### src/arp_pkg.sv
// constants for the reference wake-up and pair-mode setup logic
// assumes one system clock; serial pins are sampled, not used as clocks
package arp_pkg;
  localparam logic [7:0] REF_TEMP_CYC = 8'hf4;
  localparam logic [7:0] TEMP_OUT_CYC = 8'hbc;
  localparam logic [7:0] REF_AIN_CYC = 8'hda;
  localparam logic [1:0] SETUP_ID = 2'h1;
  localparam int SETUP_ID_MSB = 7;
  localparam int CLK_MODE_MSB = 5;
  localparam int REF_SEL_MSB = 3;
  localparam int ROUTE_MSB = 1;
  localparam logic [1:0] CLK_MODE_EXT = 2'h3;
  localparam logic [1:0] CLK_MODE_RESET = 2'h0;
  localparam logic [1:0] REF_SEL_INT_BOTH = 2'h0;
  localparam logic [1:0] REF_SEL_EXT_SE = 2'h1;
  localparam logic [1:0] REF_SEL_INT_ADC = 2'h2;
  localparam logic [1:0] REF_SEL_EXT_DIFF = 2'h3;
  localparam logic [1:0] REF_SEL_RESET = REF_SEL_INT_ADC;
  localparam logic [3:0] PAIR_REG_RESET = 4'h0;
  localparam logic [2:0] BIT_LAST = 3'h7;
  localparam int TEMP_W = 12;
  typedef enum logic [3:0] {
    ST_IDLE = 4'b0001,
    ST_REF = 4'b0010,
    ST_TEMP = 4'b0100,
    ST_CONV = 4'b1000
  } arp_state_t;
endpackage

### src/arp_ref_pair_ctrl.sv
// reference wake-up sequencing and channel-pair mode setup
// assumes serial pins are asynchronous to clk_sys; sclk much slower than clk_sys
//
// Overview of operation
// - temperature request, external clock mode: reference on, wait 244
// - temperature result out 188 cycles later
// - internal adc reference default; off after scan
// - reference off, analog conversion, external clock mode: wait 218
// - external reference selections, analog conversion: no wait, unused
// - route 00/01: no data, registers kept
// - route 10: next byte to unipolar register
// - route 11: next byte to bipolar register
// - unipolar bits 7..4 select pairs, rest ignored
// - bipolar bits 7..4 select pairs, rest ignored
// - both zero: pair is single-ended unipolar
// - both pair registers reset to zero
// - after route 00/01 next byte is command
`timescale 1ns/1ps
module arp_ref_pair_ctrl (
  input wire logic clk_sys,
  input wire logic resetn,
  input wire logic cs_n,
  input wire logic sclk,
  input wire logic din,
  output logic dout,
  input wire logic conv_req,
  input wire logic conv_is_temp,
  input wire logic scan_done,
  input wire logic [arp_pkg::TEMP_W-1:0] temp_result,
  output logic int_ref_on,
  output logic conv_start,
  output logic temp_ready,
  output logic [1:0] reference_source_select,
  output logic [1:0] clock_mode,
  output logic [3:0] pair_uni_diff,
  output logic [3:0] pair_bi_diff,
  output logic [3:0] pair_single_ended
);
  logic [2:0] cs_sync_q, sclk_sync_q, din_sync_q;
  logic [7:0] shift_q, shift_d;
  logic [2:0] bit_q;
  logic expect_q, target_bi_q;
  logic [3:0] uni_q, bi_q;
  logic [1:0] ref_sel_q, clk_mode_q;
  logic ref_on_q, ref_on_d;
  logic [7:0] cnt_q;
  logic wait_temp_q;
  logic [arp_pkg::TEMP_W-1:0] tx_q;
  arp_pkg::arp_state_t st_q, st_d;

  // stage 0 feeds stage 1 only; stages 1/2 give level and edge
  always_ff @(posedge clk_sys or negedge resetn)
  begin
    if (!resetn)
    begin
      cs_sync_q <= 3'h7;
      sclk_sync_q <= 3'h0;
      din_sync_q <= 3'h0;
    end
    else
    begin
      cs_sync_q <= {cs_sync_q[1:0], cs_n};
      sclk_sync_q <= {sclk_sync_q[1:0], sclk};
      din_sync_q <= {din_sync_q[1:0], din};
    end
  end

  wire cs_act = !cs_sync_q[1];
  wire sclk_rise = sclk_sync_q[1] && !sclk_sync_q[2];
  wire sclk_fall = !sclk_sync_q[1] && sclk_sync_q[2];
  wire bit_take = cs_act && sclk_rise;
  wire byte_done = bit_take && (bit_q == arp_pkg::BIT_LAST);
  wire [7:0] rx_byte = {shift_q[6:0], din_sync_q[1]};
  wire is_setup = rx_byte[arp_pkg::SETUP_ID_MSB -: 2] == arp_pkg::SETUP_ID;
  wire [1:0] route = rx_byte[arp_pkg::ROUTE_MSB -: 2];
  wire data_byte = byte_done && expect_q;
  wire cmd_byte = byte_done && !expect_q;
  wire uni_wr = data_byte && !target_bi_q;
  wire bi_wr = data_byte && target_bi_q;
  assign shift_d = bit_take ? rx_byte : shift_q;

  // a frame of 16 clocks carries setup then data; select high aborts
  always_ff @(posedge clk_sys or negedge resetn)
  begin
    if (!resetn)
    begin
      shift_q <= 8'h00;
      bit_q <= 3'h0;
      expect_q <= 1'b0;
      target_bi_q <= 1'b0;
    end
    else if (!cs_act)
    begin
      bit_q <= 3'h0;
      expect_q <= 1'b0;
    end
    else
    begin
      shift_q <= shift_d;
      if (bit_take)
        bit_q <= bit_q + 3'h1;
      if (data_byte)
        expect_q <= 1'b0;
      else if (cmd_byte)
      begin
        expect_q <= is_setup && route[1];
        target_bi_q <= route[0];
      end
    end
  end

  // low nibble of data is dropped: only pair bits are kept
  always_ff @(posedge clk_sys or negedge resetn)
  begin
    if (!resetn)
    begin
      uni_q <= arp_pkg::PAIR_REG_RESET;
      bi_q <= arp_pkg::PAIR_REG_RESET;
      ref_sel_q <= arp_pkg::REF_SEL_RESET;
      clk_mode_q <= arp_pkg::CLK_MODE_RESET;
    end
    else
    begin
      if (uni_wr)
        uni_q <= rx_byte[7:4];
      if (bi_wr)
        bi_q <= rx_byte[7:4];
      if (cmd_byte && is_setup)
      begin
        ref_sel_q <= rx_byte[arp_pkg::REF_SEL_MSB -: 2];
        clk_mode_q <= rx_byte[arp_pkg::CLK_MODE_MSB -: 2];
      end
    end
  end

  genvar k;
  generate
    for (k = 0; k < 4; k++)
    begin : g_pair
      assign pair_uni_diff[k] = uni_q[3-k];
      assign pair_bi_diff[k] = bi_q[3-k] && !uni_q[3-k];
      assign pair_single_ended[k] = !bi_q[3-k] && !uni_q[3-k];
    end
  endgenerate

  wire ext_mode = clk_mode_q == arp_pkg::CLK_MODE_EXT;
  wire ref_internal = (ref_sel_q == arp_pkg::REF_SEL_INT_BOTH) || (ref_sel_q == arp_pkg::REF_SEL_INT_ADC);
  wire start_req = (st_q == arp_pkg::ST_IDLE) && conv_req;
  wire ref_done = sclk_rise && (cnt_q == (wait_temp_q ? arp_pkg::REF_TEMP_CYC : arp_pkg::REF_AIN_CYC) - 8'h01);
  wire temp_done = sclk_rise && (cnt_q == arp_pkg::TEMP_OUT_CYC - 8'h01);

  // delays count external conversion clocks; other clock modes are out of scope and start at once
  always_comb
  begin
    st_d = st_q;
    ref_on_d = ref_on_q;
    conv_start = 1'b0;
    temp_ready = 1'b0;
    case (st_q)
      arp_pkg::ST_IDLE:
        if (conv_req && ext_mode && conv_is_temp)
        begin
          st_d = arp_pkg::ST_REF;
          ref_on_d = 1'b1;
        end
        else if (conv_req && ext_mode && ref_internal && !ref_on_q)
        begin
          st_d = arp_pkg::ST_REF;
          ref_on_d = 1'b1;
        end
        else if (conv_req)
        begin
          st_d = arp_pkg::ST_CONV;
          conv_start = 1'b1;
        end
      arp_pkg::ST_REF:
        if (ref_done && wait_temp_q)
          st_d = arp_pkg::ST_TEMP;
        else if (ref_done)
        begin
          st_d = arp_pkg::ST_CONV;
          conv_start = 1'b1;
        end
      arp_pkg::ST_TEMP:
        if (temp_done)
        begin
          st_d = arp_pkg::ST_IDLE;
          temp_ready = 1'b1;
          ref_on_d = ref_internal;
        end
      arp_pkg::ST_CONV:
        if (scan_done)
        begin
          st_d = arp_pkg::ST_IDLE;
          ref_on_d = 1'b0;
        end
      default:
        st_d = arp_pkg::ST_IDLE;
    endcase
  end

  always_ff @(posedge clk_sys or negedge resetn)
  begin
    if (!resetn)
    begin
      st_q <= arp_pkg::ST_IDLE;
      ref_on_q <= 1'b0;
      cnt_q <= 8'h00;
      wait_temp_q <= 1'b0;
    end
    else
    begin
      st_q <= st_d;
      ref_on_q <= ref_on_d;
      if (st_d != st_q)
        cnt_q <= 8'h00;
      else if (sclk_rise)
        cnt_q <= cnt_q + 8'h01;
      if (start_req)
        wait_temp_q <= conv_is_temp;
    end
  end

  // result shifts out msb first on falling clock edges after it is ready
  always_ff @(posedge clk_sys or negedge resetn)
  begin
    if (!resetn)
      tx_q <= '0;
    else if (temp_ready)
      tx_q <= temp_result;
    else if (cs_act && sclk_fall)
      tx_q <= {tx_q[arp_pkg::TEMP_W-2:0], 1'b0};
  end

  assign dout = tx_q[arp_pkg::TEMP_W-1];
  assign int_ref_on = ref_on_q;
  assign reference_source_select = ref_sel_q;
  assign clock_mode = clk_mode_q;

  property p_temp_ref_on;
    @(posedge clk_sys) disable iff (!resetn)
    (st_q == arp_pkg::ST_TEMP) |-> ref_on_q;
  endproperty
  a_temp_ref_on: assert property (p_temp_ref_on) else $error("reference off during temperature wait");

  property p_temp_ref_len;
    @(posedge clk_sys) disable iff (!resetn)
    (st_q == arp_pkg::ST_REF && wait_temp_q && st_d != arp_pkg::ST_REF) |-> (cnt_q == 8'hf3 && sclk_rise);
  endproperty
  a_temp_ref_len: assert property (p_temp_ref_len) else $error("temperature reference wait not 244");

  property p_temp_hold;
    @(posedge clk_sys) disable iff (!resetn)
    (st_q == arp_pkg::ST_TEMP && !(sclk_rise && cnt_q == 8'hbb)) |=> (st_q == arp_pkg::ST_TEMP) && !$past(temp_ready);
  endproperty
  a_temp_hold: assert property (p_temp_hold) else $error("temperature result not at 188");

  property p_scan_off;
    @(posedge clk_sys) disable iff (!resetn)
    (st_q == arp_pkg::ST_CONV && scan_done) |=> !ref_on_q && st_q == arp_pkg::ST_IDLE;
  endproperty
  a_scan_off: assert property (p_scan_off) else $error("reference still on after scan");

  property p_ain_wake;
    @(posedge clk_sys) disable iff (!resetn)
    (start_req && ext_mode && !conv_is_temp && ref_internal && !ref_on_q) |=>
      st_q == arp_pkg::ST_REF ##0 !conv_start [*3];
  endproperty
  a_ain_wake: assert property (p_ain_wake) else $error("no wake-up delay for analog input");

  property p_ain_wake_len;
    @(posedge clk_sys) disable iff (!resetn)
    (st_q == arp_pkg::ST_REF && !wait_temp_q && conv_start) |-> cnt_q == 8'hd9;
  endproperty
  a_ain_wake_len: assert property (p_ain_wake_len) else $error("analog wake-up delay not 218");

  property p_ext_ref;
    @(posedge clk_sys) disable iff (!resetn)
    (start_req && !conv_is_temp && !ref_internal) |-> conv_start ##1 (st_q == arp_pkg::ST_CONV && $stable(ref_on_q));
  endproperty
  a_ext_ref: assert property (p_ext_ref) else $error("external reference path delayed");

  property p_no_data;
    @(posedge clk_sys) disable iff (!resetn)
    (cmd_byte && !route[1]) |=> !expect_q && $stable(uni_q) && $stable(bi_q);
  endproperty
  a_no_data: assert property (p_no_data) else $error("route 00/01 expected data");

  property p_uni_wr;
    @(posedge clk_sys) disable iff (!resetn)
    uni_wr |=> uni_q == $past(rx_byte[7:4]) && $stable(bi_q) && !expect_q;
  endproperty
  a_uni_wr: assert property (p_uni_wr) else $error("unipolar register not written");

  property p_bi_wr;
    @(posedge clk_sys) disable iff (!resetn)
    bi_wr |=> bi_q == $past(rx_byte[7:4]) && $stable(uni_q);
  endproperty
  a_bi_wr: assert property (p_bi_wr) else $error("bipolar register not written");

  property p_uni_prio;
    @(posedge clk_sys) disable iff (!resetn)
    (|(uni_q & bi_q)) |-> (|pair_bi_diff) == (|(bi_q & ~uni_q)) && !(|(pair_bi_diff & pair_uni_diff));
  endproperty
  a_uni_prio: assert property (p_uni_prio) else $error("bipolar overrides unipolar");

  c_temp_done: cover property (@(posedge clk_sys) disable iff (!resetn) temp_ready);
  c_ain_wake: cover property (@(posedge clk_sys) disable iff (!resetn)
    st_q == arp_pkg::ST_REF && !wait_temp_q && conv_start);
  c_uni_wr: cover property (@(posedge clk_sys) disable iff (!resetn) uni_wr);
  c_bi_wr: cover property (@(posedge clk_sys) disable iff (!resetn) bi_wr);
endmodule

### config.mk
export PLATFORM = sky130hd
export DESIGN_NAME = arp_ref_pair_ctrl
export DESIGN_NICKNAME = d
export VERILOG_FILES = /design/src/arp_pkg.sv /design/src/arp_ref_pair_ctrl.sv
export SDC_FILE = /design/constraint.sdc
export NUM_CORES = 1
export LEC_CHECK = 0
export BUFFER_PORTS_ARGS = -buffer_cell sky130_fd_sc_hd__buf_4
export CAP_MARGIN = 20
export CORE_UTILIZATION = 35
export DETAILED_ROUTE_END_ITERATION = 10
export PLACE_DENSITY = 0.53
export SLEW_MARGIN = 10
export SYNTH_ARGS = -nofsm -noshare
export SYNTH_HDL_FRONTEND = slang
export SYNTH_SLANG_ARGS = --single-unit
export TNS_END_PERCENT = 10
### constraint.sdc
create_clock -name clk_sys -period 2 [get_ports clk_sys]
set_input_delay 0.4 -clock clk_sys [delete_from_list [all_inputs] [get_ports clk_sys]]
set_output_delay 0.4 -clock clk_sys [all_outputs]
set_load 0.05 [all_outputs]
# [Yosys cells after proc, flatten, opt, wreduce, memory -nomap -nowiden]
# Index checks and enable logic that the tools add are counted.
[op_classes] n_addsub=3 n_eq_ne=14 muxes=31 n_bitwise=2 reduce_logical=51
[op_table] op="two-way mux 4 bit" n=7
[op_table] op="logical AND 1 bit" n=27
[op_table] op="two-way mux 12 bit" n=2
[op_table] op="two-way mux 8 bit" n=2
[op_table] op="one-hot mux 4 bit (4 select lines)" n=1
[op_table] op="logical NOT 1 bit" n=14
[op_table] op="two-way mux 1 bit" n=14
[op_table] op="adder 8 x 1 -> 8 bit (second input constant)" n=1
[op_table] op="== test 8 bit" n=1
[op_table] op="== test 8 bit (second input constant)" n=1
[op_table] op="subtractor 7 x 2 -> 8 bit (second input constant)" n=1
[op_table] op="two-way mux 3 bit" n=2
[op_table] op="two-way mux 6 bit" n=1
[op_table] op="nonzero test 2 bit" n=3
[op_table] op="nonzero test 3 bit" n=2
[op_table] op="== test 2 bit (second input constant)" n=2
[op_table] op="== test 4 x 1 -> 1 bit (second input constant)" n=1
[op_table] op="== test 4 x 2 -> 1 bit (second input constant)" n=1
[op_table] op="== test 4 x 3 -> 1 bit (second input constant)" n=1
[op_table] op="== test 4 bit (second input constant)" n=1
[op_table] op="inequality test 2 bit (second input constant)" n=2
[op_table] op="inequality test 4 bit" n=1
[op_table] op="AND reduction 4 bit" n=1
[op_table] op="adder 3 x 1 -> 3 bit (second input constant)" n=1
[op_table] op="other kinds (10)" n=11
[totals] ff_bits=57

# [Longest topological paths before layout]
[depth] depth_word=9 ltp_mapped=8 ltp_nobuf=6

# [Worst setup path before layout]
# OpenSTA, ideal clock, no wires.
[synth_timing] kind="reg2out" startpoint="register cnt_q[5]" endpoint="output conv_start" arrival_ns=1.594 required_ns=1.600 setup_slack_ns=0.006 path_stages_with_launch=4 path_buffers=0 cell_sequence="dfrtp_1 or4b_1 nor4b_2 a21o_1"
[synth_between] elab_chain_len=5 elab_cells_between_ends=6 classes_between="eq/ne (1); mux (3); reduce/logical (2)"
[synth_rtl] item="start: declaration" line_no="arp_ref_pair_ctrl.sv:46" source="logic [7:0] cnt_q;"
[synth_rtl] item="start signal: assignment" line_no="arp_ref_pair_ctrl.sv:218" source="cnt_q <= cnt_q + 8'h01;"
[synth_rtl] item="== test 8 bit *" line_no="arp_ref_pair_ctrl.sv:149" source="wire ref_done = sclk_rise && (cnt_q == (wait_temp_q ? arp_pkg::REF_TEMP_CYC : arp_pkg::REF_AIN_CYC) - 8'h01);"
[synth_rtl] item="logical AND 1 bit *" line_no="arp_ref_pair_ctrl.sv:149"
[synth_rtl] item="two-way mux 1 bit or logical AND 1 bit (tied branches)" line_no="arp_ref_pair_ctrl.sv:179, arp_ref_pair_ctrl.sv:177"
[synth_rtl] item="two-way mux 1 bit *" line_no="arp_ref_pair_ctrl.sv:177" source="if (ref_done && wait_temp_q)"
[synth_rtl] item="one-hot mux 1 bit (2 select lines) *" line_no="arp_ref_pair_ctrl.sv:159" source="case (st_q)"
[synth_rtl] item="end: declaration" line_no="arp_ref_pair_ctrl.sv:31" source="output logic conv_start,"
# Every way passes the cells marked *; elsewhere a longest branch is shown, timed or not.

# [Final worst setup path]
# Ends and elaborated chain as after synthesis.

==> flow_summary_export.csv <==
group,metric,value,unit
detailed_routing,vias_per_cell,4.73,
timing,layout_setup_ws,-210,ps
timing,final-setup-viol-count,9,
logic_synthesis,syn-num-nets,247,
global_route,grt_pass1_wl,8480,um
worst_setup_path,crit_path_max_fanout,2,
worst_setup_path,r2r-start,"st_q[0]$_DFF_PN1_",
timing,max_freq,0.452,GHz
global_route,grt_use_total,14.6,%
cts,cts_buffers,9,
worst_setup_path,r2r_setup_slack,-70,ps
cells_and_area,nets,306,
timing,worst_pin_slew,709,ps
worst_setup_path,slowest_stage,"or4b_4",
placed_design,dp_slack,55.4,ps
logic_synthesis,ys.flop_type,"dfrtp_1",
worst_setup_path,cp_data_required_time,1600,ps
pwr,power.leakage,1.59,nW
cells_and_area,fin_area,3390,um^2
detailed_routing,vias,1831,
die,dieHeight,88.8,um
detailed_routing,drt.antenna.violating_nets,0,
cells_and_area,post-route-util,46.7,%
status,status,"complete, but fails checks",
die,rows,31,
logic_synthesis,ys_seq_area_share,54.3,%
die,die_w,88.8,um
cts,cts_root_buffer,"clkbuf_8",
worst_setup_path,cp-end-kind,"output port",
worst_hold_path,hp-class,"input pin to async pin",
worst_setup_path,path_cells,"or4b_4 > nor4b_4 > a21o_1 > buf_6",
timing,relSlewSlack,52.7,%
timing,fin_crit,2210,ps
logic_synthesis,synth-seq-cells,57,
worst_setup_path,arrival,1810,ps
cts,ctsHoldBuffers,0,
flow_run,cap_violations,0,
worst_setup_path,r2r_end,"cnt_q[5]$_DFFE_PN0P_",
detailed_routing,drt_iter0_drc,49,
timing,fin_setup_tns,-598,ps
cts,clk_path_buf_depth,2,
cts,clk_pin_slew_worst_paths,80,ps
cells_and_area,final_cell_mix,"buf_4 (55), dfrtp_1 (50), nand2_1 (30), mux2_2 (21), nor2_1 (14)",
pwr,total_power,2.85,mW
cells_and_area,layout-drive-gt1-share,40.3,%
cts,cts_tree,"built",
logic_synthesis,ys_warn_count,0,
pwr,irDropWorstVdd,0.499,mV
global_route,grt_antenna_before_repair,0,
logic_synthesis,syn_inst,224,
status,violations,"setup timing",
worst_setup_path,max_stage_delay,560,ps
detailed_routing,wl_per_cell,13.1,um
logic_synthesis,synth_cell_types,48,
timing,fin_worst_skew,10.3,ps
cts,clock_latency,340,ps
placed_design,gp_congestion,0.743,
die,core_area,7250,um^2
worst_setup_path,start_kind,"flop",
cells_and_area,antennaDiodeCount,0,
global_route,grt_max_degree,58,
placed_design,portBuffers,39,
logic_synthesis,synthArstFlopShare,100,%
detailed_routing,drc_errors,0,
cts,h-tree-depth,3,
logic_synthesis,syn_area,2640,um^2
timing,final_hold_viol_count,0,
cells_and_area,area_growth,28.5,%
timing,hold_slack,98.9,ps
placed_design,dp.cells,367,
cells_and_area,final_cells,387,
detailed_routing,drtPass1Iterations,5,
cts,cts.sinks,57,
die,ios,40,
worst_setup_path,criticalPathCategory,"flop to output port",
logic_synthesis,syn_area_per_cell,11.8,um^2
die,start_util,36.3,%
timing,rsz0062_at_grt,"true",
worst_setup_path,ff2ff_path_depth,7,
timing,slew_viol_final,0,
pwr,powerDensity,842,nW/um^2
placed_design,place_area,3100,um^2
logic_synthesis,synth_edf_count,0,
die,die_area,7880,um^2
cells_and_area,final_common_cell,"buf_4",
timing,timing.final.crit_share,111,%
global_route,first_global_vias,1787,
worst_setup_path,startpoint,"cnt_q[5]$_DFFE_PN0P_",
detailed_routing,wl,5050,um
global_route,grt_overflow,0,
placed_design,dpl.hpwl,3390,um
-- routing by layer --
layer	GRT usage [%]	vias to the layer above	part of all wire, %
met5	0	-	0
met3	4.85	5	4.6
met4	7.18	0	1.3
li1	-	915	-
met2	21.1	32	45
met1	19.6	879	49
-- synth_stat cells, types with 3 or more instances --
| master | instances | share of area, % |
|---|---|---|
| nand2b_1 | 3 | 0.71 |
| nor2b_1 | 5 | 1.2 |
| nor3_1 | 10 | 1.9 |
| xor2_1 | 3 | 1.0 |
| dfstp_2 | 4 | 4.0 |
| buf_6 | 3 | 1.3 |
| mux2_2 | 21 | 9.0 |
| ha_1 | 3 | 1.4 |
| xnor2_1 | 5 | 1.7 |
| nand2_1 | 30 | 4.3 |
| dfrtp_1 | 53 | 50 |
| nor2_1 | 14 | 2.0 |
| a22oi_1 | 11 | 3.1 |
| mux2i_1 | 5 | 1.9 |
| inv_1 | 4 | 0.57 |
| nand4b_1 | 3 | 1.0 |
| a211oi_1 | 4 | 1.1 |
| buf_2 | 4 | 0.76 |
-- critical path, delay by kind of cell, from the launching register on --
kind	cells	cell delay (ps)
simple gates	2	800
flops	1	380
buf+inv	1	160
compound gates	1	140
-- cell type report --
type	count	area, um^2
repair buffers	58	450
clock inverters	7	55.1
flip-flops and latches	57	1440
fillers	705	3870
inverters	4	15.0
clock buffers	9	124
multi-input cells	153	1180
well taps	99	124
-- flip-flops by register name, indices dropped and copies added (netlist names), 2 cells and up --
| name | count |
|---|---|
| bi_q | 4 |
| bit_q | 3 |
| clock_mode | 2 |
| cnt_q | 8 |
| cs_sync_q | 2 |
| din_sync_q | 2 |
| reference_source_select | 2 |
| sclk_sync_q | 3 |
| shift_q | 7 |
| st_q | 4 |
| tx_q | 12 |
| uni_q | 4 |
-- worst max-delay path by stage --
stage	endpoint	slack [ps]
after global placement	cnt_q[3]$_DFFE_PN0P_	50
after floorplan	conv_start	6
final	conv_start	-210
after CTS	conv_start	-280
after global routing	conv_start	-300
after detailed placement	cnt_q[3]$_DFFE_PN0P_	60
-- kinds of logic (layout without fill, tap and decap cells) --
kind of cell	count (synthesis)	after routing	share of synthesized area (%)
compound gates	27	27	8.50
xor+xnor	8	8	2.66
fa+ha+maj	3	3	1.42
buf+inv	14	78	3.18
flops	57	57	54.3
mux	26	26	10.9
simple gates	89	89	19.0
-- what timing repair did --
action	in CTS	in global routing
pin swaps	3	2
setup buffers	1	3
resized for setup	7	10
endpoints found under the setup margin	2	21
-- report_power, final --
group          leakage [nW]  switching [mW]  internal (mW)
clock network        0.0858           0.511          0.456
registers             0.730           0.144           1.29
logic                 0.771           0.229          0.216
Note: power is estimated with default switching activity, not from simulation.
